==> src/fcl_map.svh <==
`ifndef FCL_MAP_SVH
`define FCL_MAP_SVH

// Register addresses
`define FCL_ADDR_FAN_DRIVE_OUTPUT_1_MIN_DUTY        8'h64
`define FCL_ADDR_PWM2_MIN_DUTY        8'h65
`define FCL_ADDR_PWM3_MIN_DUTY        8'h66
`define FCL_ADDR_REMOTE1_START_TEMP   8'h67
`define FCL_ADDR_LOCAL_START_TEMP     8'h68
`define FCL_ADDR_REMOTE2_START_TEMP   8'h69
`define FCL_ADDR_REMOTE1_CRIT_LIMIT   8'h6A
`define FCL_ADDR_LOCAL_CRIT_LIMIT     8'h6B
`define FCL_ADDR_REMOTE2_CRIT_LIMIT   8'h6C
`define FCL_ADDR_REMOTE1_LOCAL_HYST   8'h6D
`define FCL_ADDR_CPU_REMOTE2_HYST     8'h6E
`define FCL_ADDR_TREE_TEST_ENABLE     8'h6F

// Storage indices
`define FCL_REG_COUNT                 12
`define FCL_IDX_MIN_DUTY              0
`define FCL_IDX_START_TEMP            3
`define FCL_IDX_CRIT_LIMIT            6
`define FCL_IDX_HYST_A                9
`define FCL_IDX_HYST_B                10
`define FCL_IDX_TEST_EN               11

// Reset values
`define FCL_RST_MIN_DUTY              8'h80
`define FCL_RST_START_TEMP            8'h5A
`define FCL_RST_CRIT_LIMIT            8'h64
`define FCL_RST_HYST                  8'h44
`define FCL_RST_TEST_EN               8'h00

// Fields and codes
`define FCL_HYST_HI_MSB               7
`define FCL_HYST_HI_LSB               4
`define FCL_HYST_LO_MSB               3
`define FCL_HYST_LO_LSB               0
`define FCL_TEST_EN_BIT               0
`define FCL_CRIT_DISABLE              8'h80
`define FCL_DUTY_FULL                 8'hFF
`define FCL_DUTY_OFF                  8'h00
`define FCL_QUARTER_DEG               12'sh001

`endif

==> src/fcl_pkg.sv <==
package fcl_pkg;

   typedef logic [7:0] fcl_byte_t;
   typedef logic [9:0] fcl_temp_t;

   typedef enum logic [2:0]
   {
      fcl_st_idle = 3'b001,
      fcl_st_run  = 3'b010,
      fcl_st_crit = 3'b100
   } fcl_loop_state_t;

endpackage

==> src/fcl_channel.sv <==
`timescale 1ns/1ps
`include "fcl_map.svh"
module fcl_channel
(
   // Clock and reset
   input  wire logic                     ref_clk,
   input  wire logic                     rst,
   // Channel settings and temperature
   input  wire fcl_pkg::fcl_temp_t       temp_q,
   input  wire fcl_pkg::fcl_byte_t       start_temperature,
   input  wire fcl_pkg::fcl_byte_t       crit_limit,
   input  wire logic [3:0]               hyst_nibble,
   // Channel status
   output fcl_pkg::fcl_loop_state_t      loop_state,
   output logic                          overtemp_quarter
);
   import fcl_pkg::*;

   fcl_loop_state_t     state_reg;
   fcl_loop_state_t     state_next;
   logic signed [11:0]  t_s;
   logic signed [11:0]  start_s;
   logic signed [11:0]  start_low_s;
   logic signed [11:0]  crit_s;
   logic signed [11:0]  crit_low_s;
   logic                crit_en;

   // Quarter-degree units
   assign t_s         = {2'b00, temp_q};
   assign start_s     = {2'b00, start_temperature, 2'b00};
   assign start_low_s = start_s - {6'h00, hyst_nibble, 2'b00};
   assign crit_s      = {2'b00, crit_limit, 2'b00};
   assign crit_low_s  = crit_s - {6'h00, hyst_nibble, 2'b00};
   assign crit_en     = crit_limit != `FCL_CRIT_DISABLE;

   always_comb
   begin
      state_next = state_reg;
      unique case (state_reg)
         fcl_st_idle:
         begin
            if (crit_en && t_s > crit_s)
               state_next = fcl_st_crit;
            else if (t_s > start_s)
               state_next = fcl_st_run;
         end
         fcl_st_run:
         begin
            if (crit_en && t_s > crit_s)
               state_next = fcl_st_crit;
            else if (t_s <= start_low_s)
               state_next = fcl_st_idle;
         end
         fcl_st_crit:
         begin
            if (!crit_en || t_s < crit_low_s)
               state_next = fcl_st_run;
         end
         default:
            state_next = fcl_st_idle;
      endcase
   end

   always_ff @(posedge ref_clk or posedge rst)
   begin
      if (rst)
         state_reg <= fcl_st_idle;
      else
         state_reg <= state_next;
   end

   always_ff @(posedge ref_clk or posedge rst)
   begin
      if (rst)
         overtemp_quarter <= 1'b0;
      else
         overtemp_quarter <= crit_en && (t_s >= crit_s + `FCL_QUARTER_DEG);
   end

   assign loop_state = state_reg;

endmodule

==> src/fcl_limit_regs.sv <==
`timescale 1ns/1ps
`include "fcl_map.svh"
// Overview of operation
// - Three 8-bit minimum duty registers, one per fan output, reset to half duty.
// - Minimum duty code is linear: 0x00 off, 0x40 quarter, 0xFF full speed.
// - Host writes to minimum duty registers are ignored under automatic fan control.
// - With the lock bit set, every host write to this block is discarded.
// - Start temperature registers for remote 1, local, remote 2, reset to 90 degrees.
// - Above start temperature a fan runs at minimum duty, rising with temperature.
// - Critical limit registers for the three channels, reset to 100 degrees.
// - Any temperature above its critical limit forces all outputs to full duty.
// - A critical limit of 0x80 disables that channel's override.
// - Full duty holds until temperature falls below limit minus hysteresis.
// - Overtemp pin, when an output, goes low a quarter degree past the limit.
// - First hysteresis register: local in low nibble, remote 1 in high nibble.
// - Second hysteresis register: cpu channel low nibble, remote 2 high nibble.
// - Each nibble gives 0 to 15 degrees of hysteresis to its own channel.
// - Below start, fan stays at minimum until start minus hysteresis is reached.
// - Bit 0 of test enable selects tree test mode; clearing it returns to normal.
// - Below start minus hysteresis, a select bit picks 0% or minimum duty.
module fcl_limit_regs
#(
   parameter logic [7:0] DUTY_STEP = 8'h04
)
(
   // Clock and reset
   input  wire logic                  ref_clk,
   input  wire logic                  rst,
   // Register port
   input  wire logic [7:0]            reg_addr,
   input  wire logic                  reg_wr_stb,
   input  wire logic                  reg_rd_stb,
   input  wire fcl_pkg::fcl_byte_t    reg_wdata,
   output fcl_pkg::fcl_byte_t         reg_rdata,
   output logic                       reg_ack,
   // Control inputs
   input  wire logic                  lock_bit,
   input  wire logic                  automatic_fan_control,
   input  wire logic [2:0]            below_start_duty_select,
   input  wire logic                  overtemp_pin_is_output,
   // Measured temperatures
   input  wire fcl_pkg::fcl_temp_t    remote1_temp,
   input  wire fcl_pkg::fcl_temp_t    local_temp,
   input  wire fcl_pkg::fcl_temp_t    remote2_temp,
   // Fan drive duty
   output fcl_pkg::fcl_byte_t         fan_drive_output_1,
   output fcl_pkg::fcl_byte_t         fan_drive_output_2,
   output fcl_pkg::fcl_byte_t         fan_drive_output_3,
   // Status and pins
   output logic                       critical_override,
   output logic                       tree_test_enable_bit,
   output logic [3:0]                 cpu_channel_hyst_nibble,
   output logic                       overtemp_pin_out,
   output logic                       overtemp_pin_oe
);
   import fcl_pkg::*;

   fcl_byte_t           regs_reg [0:`FCL_REG_COUNT-1];
   logic [95:0]         regs_flat;
   fcl_temp_t           temp_q [0:2];
   logic [3:0]          chan_hyst [0:2];
   fcl_loop_state_t     chan_state [0:2];
   logic [2:0]          chan_quarter;
   logic [2:0]          chan_crit;
   fcl_byte_t           duty_reg [0:2];
   logic                in_range;
   logic [3:0]          reg_idx;
   logic                crit_any;

   function automatic fcl_byte_t fcl_reset_value(input int idx);
      fcl_byte_t v;
      if (idx < `FCL_IDX_START_TEMP)
         v = `FCL_RST_MIN_DUTY;
      else if (idx < `FCL_IDX_CRIT_LIMIT)
         v = `FCL_RST_START_TEMP;
      else if (idx < `FCL_IDX_HYST_A)
         v = `FCL_RST_CRIT_LIMIT;
      else if (idx < `FCL_IDX_TEST_EN)
         v = `FCL_RST_HYST;
      else
         v = `FCL_RST_TEST_EN;
      return v;
   endfunction

   // Address decode
   assign in_range = (reg_addr >= `FCL_ADDR_FAN_DRIVE_OUTPUT_1_MIN_DUTY) &&
                     (reg_addr <= `FCL_ADDR_TREE_TEST_ENABLE);
   assign reg_idx  = 4'(reg_addr - `FCL_ADDR_FAN_DRIVE_OUTPUT_1_MIN_DUTY);

   // Register storage
   for (genvar i = 0; i < `FCL_REG_COUNT; i++)
   begin : g_reg
      logic wr_ok;
      assign wr_ok = reg_wr_stb && in_range && (reg_idx == 4'(i)) &&
                     !lock_bit &&
                     !(automatic_fan_control && (i < `FCL_IDX_START_TEMP));
      always_ff @(posedge ref_clk or posedge rst)
      begin
         if (rst)
            regs_reg[i] <= fcl_reset_value(i);
         else if (wr_ok)
            regs_reg[i] <= reg_wdata;
      end
      assign regs_flat[i*8 +: 8] = regs_reg[i];
   end

   // Bus answer
   always_ff @(posedge ref_clk or posedge rst)
   begin
      if (rst)
         reg_ack <= 1'b0;
      else
         reg_ack <= reg_wr_stb || reg_rd_stb;
   end

   always_ff @(posedge ref_clk or posedge rst)
   begin
      if (rst)
         reg_rdata <= 8'h00;
      else if (reg_rd_stb)
         reg_rdata <= in_range ? regs_reg[reg_idx] : 8'h00;
   end

   // Hysteresis nibbles
   assign chan_hyst[0] =
      regs_reg[`FCL_IDX_HYST_A][`FCL_HYST_HI_MSB:`FCL_HYST_HI_LSB];
   assign chan_hyst[1] =
      regs_reg[`FCL_IDX_HYST_A][`FCL_HYST_LO_MSB:`FCL_HYST_LO_LSB];
   assign chan_hyst[2] =
      regs_reg[`FCL_IDX_HYST_B][`FCL_HYST_HI_MSB:`FCL_HYST_HI_LSB];
   assign cpu_channel_hyst_nibble =
      regs_reg[`FCL_IDX_HYST_B][`FCL_HYST_LO_MSB:`FCL_HYST_LO_LSB];

   assign temp_q[0] = remote1_temp;
   assign temp_q[1] = local_temp;
   assign temp_q[2] = remote2_temp;

   assign crit_any = |chan_crit;

   // Per channel loop and fan duty
   for (genvar c = 0; c < 3; c++)
   begin : g_chan
      fcl_byte_t    min_duty;
      fcl_byte_t    start_t;
      fcl_byte_t    duty_next;
      logic [15:0]  rise;
      logic [15:0]  ramp;

      assign min_duty = regs_reg[`FCL_IDX_MIN_DUTY + c];
      assign start_t  = regs_reg[`FCL_IDX_START_TEMP + c];

      fcl_channel u_chan
      (
         .ref_clk           (ref_clk),
         .rst               (rst),
         .temp_q            (temp_q[c]),
         .start_temperature (start_t),
         .crit_limit        (regs_reg[`FCL_IDX_CRIT_LIMIT + c]),
         .hyst_nibble       (chan_hyst[c]),
         .loop_state        (chan_state[c]),
         .overtemp_quarter  (chan_quarter[c])
      );

      assign chan_crit[c] = chan_state[c] == fcl_st_crit;

      always_comb
      begin
         rise = 16'h0000;
         if (temp_q[c][9:2] > start_t)
            rise = {8'h00, temp_q[c][9:2]} - {8'h00, start_t};
         ramp = 16'({8'h00, min_duty} + 24'(rise * DUTY_STEP));
         if (crit_any)
            duty_next = `FCL_DUTY_FULL;
         else if (!automatic_fan_control)
            duty_next = min_duty;
         else if (chan_state[c] == fcl_st_run)
            duty_next = (ramp > 16'h00FF) ? `FCL_DUTY_FULL : ramp[7:0];
         else if (below_start_duty_select[c])
            duty_next = min_duty;
         else
            duty_next = `FCL_DUTY_OFF;
      end

      always_ff @(posedge ref_clk or posedge rst)
      begin
         if (rst)
            duty_reg[c] <= `FCL_DUTY_FULL;
         else
            duty_reg[c] <= duty_next;
      end

   end

   assign fan_drive_output_1 = duty_reg[0];
   assign fan_drive_output_2 = duty_reg[1];
   assign fan_drive_output_3 = duty_reg[2];

   // Status outputs
   always_ff @(posedge ref_clk or posedge rst)
   begin
      if (rst)
         critical_override <= 1'b0;
      else
         critical_override <= crit_any;
   end

   assign tree_test_enable_bit = regs_reg[`FCL_IDX_TEST_EN][`FCL_TEST_EN_BIT];

   // Open-drain overtemp pin, driven low only
   always_ff @(posedge ref_clk or posedge rst)
   begin
      if (rst)
         overtemp_pin_oe <= 1'b0;
      else
         overtemp_pin_oe <= overtemp_pin_is_output && (|chan_quarter);
   end

   assign overtemp_pin_out = 1'b0;
endmodule

==> config.mk <==
export PLATFORM = sky130hd
export DESIGN_NAME = fcl_limit_regs
export DESIGN_NICKNAME = d
export VERILOG_FILES = /design/src/fcl_pkg.sv /design/src/fcl_channel.sv /design/src/fcl_limit_regs.sv
export VERILOG_INCLUDE_DIRS = /design/src
export SDC_FILE = /design/constraint.sdc
export NUM_CORES = 1
export LEC_CHECK = 0
export CORE_AREA = 2 2 153 155
export DETAILED_ROUTE_END_ITERATION = 6
export DIE_AREA = 0 0 155 157
export DONT_BUFFER_PORTS = 1
export PLACE_DENSITY = 0.67
export SLEW_MARGIN = 40
export SYNTH_ARGS = -nofsm -noshare
export SYNTH_HDL_FRONTEND = slang
export SYNTH_SLANG_ARGS = --single-unit
==> constraint.sdc <==
create_clock -name ref_clk -period 5.8 [get_ports ref_clk]
set_clock_uncertainty 0.05 [all_clocks]
set_input_delay 0 -clock ref_clk [delete_from_list [all_inputs] [get_ports ref_clk]]
set_output_delay 0 -clock ref_clk [all_outputs]
set_load 0.01 [all_outputs]
==> run summary <==
Multi-input gate area - 0.00726 mm^2
Cts bufs inserted - 17
Clk root buf - clkbuf_16
Critical path required time - 6.09 ns
Clock transition at path regs - 0.06 ns
Row count - 55
Post-CTS Setup Bufs - 0
Nets - 1432
Internal - 0.00193 W
Die Width - 155 um
Ys Warns - 0
EDFF count, synth - 0
Lkg Pwr - 5.73 nW
CTS Buffer Depth - 2
Port bufs - 0
FMAX - 0.240 GHz
Layout cells sized above 1 - 16.0%
Post-synth top area share - 19.2%
Hold_ws - -0.00175 ns
Initial Util - 50.9%
Clk pwr share - 37.9%
Die ar. - 0.0243 mm^2
Reg power frac - 41.3%
Chip height - 157 um
Post-CTS Resized - 0
CP max FO - 8
Via count - 9143
Logic pwr share - 20.7%
Fin Setup TNS - 0 ns
Area grow syn2layout - 9.60%
Max IR drop VDD - 0.179 mV
Final min period - 4.16 ns
Post-route cell area - 0.0126 mm^2
Count leader, synth - ha_1
First-pass iteration count of the detailed router - 7
Final Hold Fails - 1
Initial antenna violation count - 0
Worst Hold Class - input pin to flip-flop
Status - finished with violations
Max-cap violations - 0
Sw Pwr - 0.000827 W
ANT nets after route - 0
Global-route wire length before repair - 50200 um
Via density - 6.02
CTS tree - done
Avg WL per Cell - 21.3 um
Area after DPL - 0.0117 mm^2
Drt initial violations - 598
Sw frac - 30.0%
Synth Instances - 1207
Clk Latency, worst-skew pair - 0.43 ns
Vias in the first global route - 8956
RSZ-0062 raised after global routing - no
Cell taking the most area after synthesis - dfrtp_1
Detailed-route wire length - 32400 um
Largest net degree at the start of global routing - 86
I/O pins - 97
Syn Nets - 1417
CP Capture Type - flip-flop
Max_slew headroom - 46.7%
Post-synthesis cell area - 0.0115 mm^2
WS Path Type - flip-flop to flip-flop
CTS H-Tree Depth - 4
Total of fill cells in the finished design - 1923
Post-DP HPWL - 24900 um
Drc violations - 0
GRT Total Usage - 27.2%
GPL Wtd Cong - 0.926
Power Dens Cells - 219 mW/mm^2
Post-synth cell types - 82
Worst-Margin Slew - 0.796 ns
Sink Count - 143
Post-synth top flop - dfrtp_1
Synthesized area per cell - 9.49 um^2
Flops & latches, synth - 143
Top post-synthesis cells by area - dfrtp_1, ha_1, dfstp_2, mux2_2, mux4_2
Final Setup Violations - 0
Most frequent cells after synthesis - ha_1, nand2_1, inv_1
Asr flop ratio synth - 100%
Tcrit/Tclk final - 71.7%
Startpoint Class - flip-flop
Worst Path Arrival - 4.46 ns
Total gr overflow - 0
Fin util - 55.8%
Antenna diode count - 0
Register area - 0.00365 mm^2
Core Footprint - 0.0225 mm^2
Slew Viols, Final - 0
Failing checks - negative hold slack
Sequential area share after synthesis - 31.8%
[metrics by stage]
stage                     cells  total power, W  setup WS, ns
after floorplan            1207         0.00156          2.00
after global placement     1459         0.00166          1.85
after detailed placement   1459         0.00167          1.69
after CTS                  1518         0.00276          1.69
after global routing       1520         0.00288          1.39
final                      1520         0.00276          1.64
[layout by cell type (no fill, tap or decap), drive strengths merged, types with 21 or more instances in the layout]
| master | instances |
|---|---|
| dlygate4sd3 | 28 |
| clkbuf | 21 |
| dfrtp | 88 |
| nor3 | 25 |
| dfstp | 55 |
| nor2 | 84 |
| inv | 108 |
| mux4 | 24 |
| a21oi | 49 |
| nor2b | 26 |
| nand2 | 113 |
| mux2 | 52 |
| xnor2 | 47 |
| ha | 142 |
| o21ai | 103 |
| a21o | 31 |
[sequential cells by signal, indices dropped and copies added (netlist names)]
name	flops
regs_flat	31
g_chan.min_duty	24
g_chan.start_t	24
chan_hyst	12
g_chan.u_chan.loop_state	9
fan_drive_output_1	8
fan_drive_output_2	8
fan_drive_output_3	8
reg_rdata	8
cpu_channel_hyst_nibble	4
g_chan.u_chan.overtemp_quarter	3
critical_override	1
overtemp_pin_oe	1
reg_ack	1
tree_test_enable_bit	1
[layer usage]
layer  wire length (um)  global-route usage [%]  vias up
li1                   -                       -     4352
met1              14200                    36.7     4433
met2              15000                    44.3      308
met3               2130                    4.76       50
met4               1040                    9.70        0
met5                  0                       0        -
[logic make-up (layout without fill, tap and decap cells)]
kind of cell	Yosys count	in the layout	share of synthesized area, %
other cells	1	1	0.0327
simple gates	341	341	14.5
xor+xnor	53	53	4.05
buf+inv	142	170	4.94
mux	78	78	10.0
compound gates	294	294	16.9
flops	143	143	31.8
fa+ha+maj	155	155	17.7
[final cells by class]
class | count | share of cell area (%)
Tap cell | 285 | 2.84
Clock inverter | 11 | 0.648
Timing Repair Buffer | 30 | 2.51
Clock buffer | 21 | 3.85
Sequential cell | 143 | 29.0
Multi-Input combinational cell | 922 | 57.8
Inverter | 108 | 3.27
[worst paths after layout]
check	from	end	slack, ns	depth (start not counted)
min in group asynchronous	rst	reg_rdata[7]	0.49	3
max in group asynchronous	rst	g_chan[2].u_chan.overtemp_quarter	3.85	5
worst max-delay path	g_chan[2].start_t[1]	fan_drive_output_3[5]	1.64	17
worst min register to register	g_chan[0].u_chan.overtemp_quarter	overtemp_pin_oe	0.43	1
worst min-delay path	remote1_temp[8]	g_chan[0].u_chan.overtemp_quarter	-0.002	4
worst max register to register	g_chan[2].start_t[1]	fan_drive_output_3[5]	1.64	17
[what timing repair did]
action	in CTS	in global routing
setup endpoints to repair	0	0
hold endpoints to repair	217	8
hold buffers	27	1
[critical path: stages, from the launching register on]
cell     delay [ns]
dfstp_2        0.60
inv_1          0.08
ha_1           0.29
nor2b_1        0.14
o31a_1         0.30
o41a_1         0.36
o21ai_2        0.29
nor2_1         0.08
ha_1           0.21
inv_1          0.07
fa_1           0.18
nor2b_1        0.06
o21ai_0        0.30
a21oi_1        0.14
or2_2          0.29
mux2i_1        0.21
a31oi_2        0.20
o22a_1         0.23
[power groups by stage]
stage          registers (W)  logic (W)  clock network, W
3_3_place_gp         0.00115   0.000507                 0
5_1_grt              0.00115   0.000636           0.00110
2_1_floorplan        0.00113   0.000432                 0
6_report             0.00114   0.000571           0.00105
4_1_cts              0.00114   0.000564           0.00105
3_5_place_dp         0.00115   0.000518                 0
No activity file was read; power rests on OpenSTA's default activity.
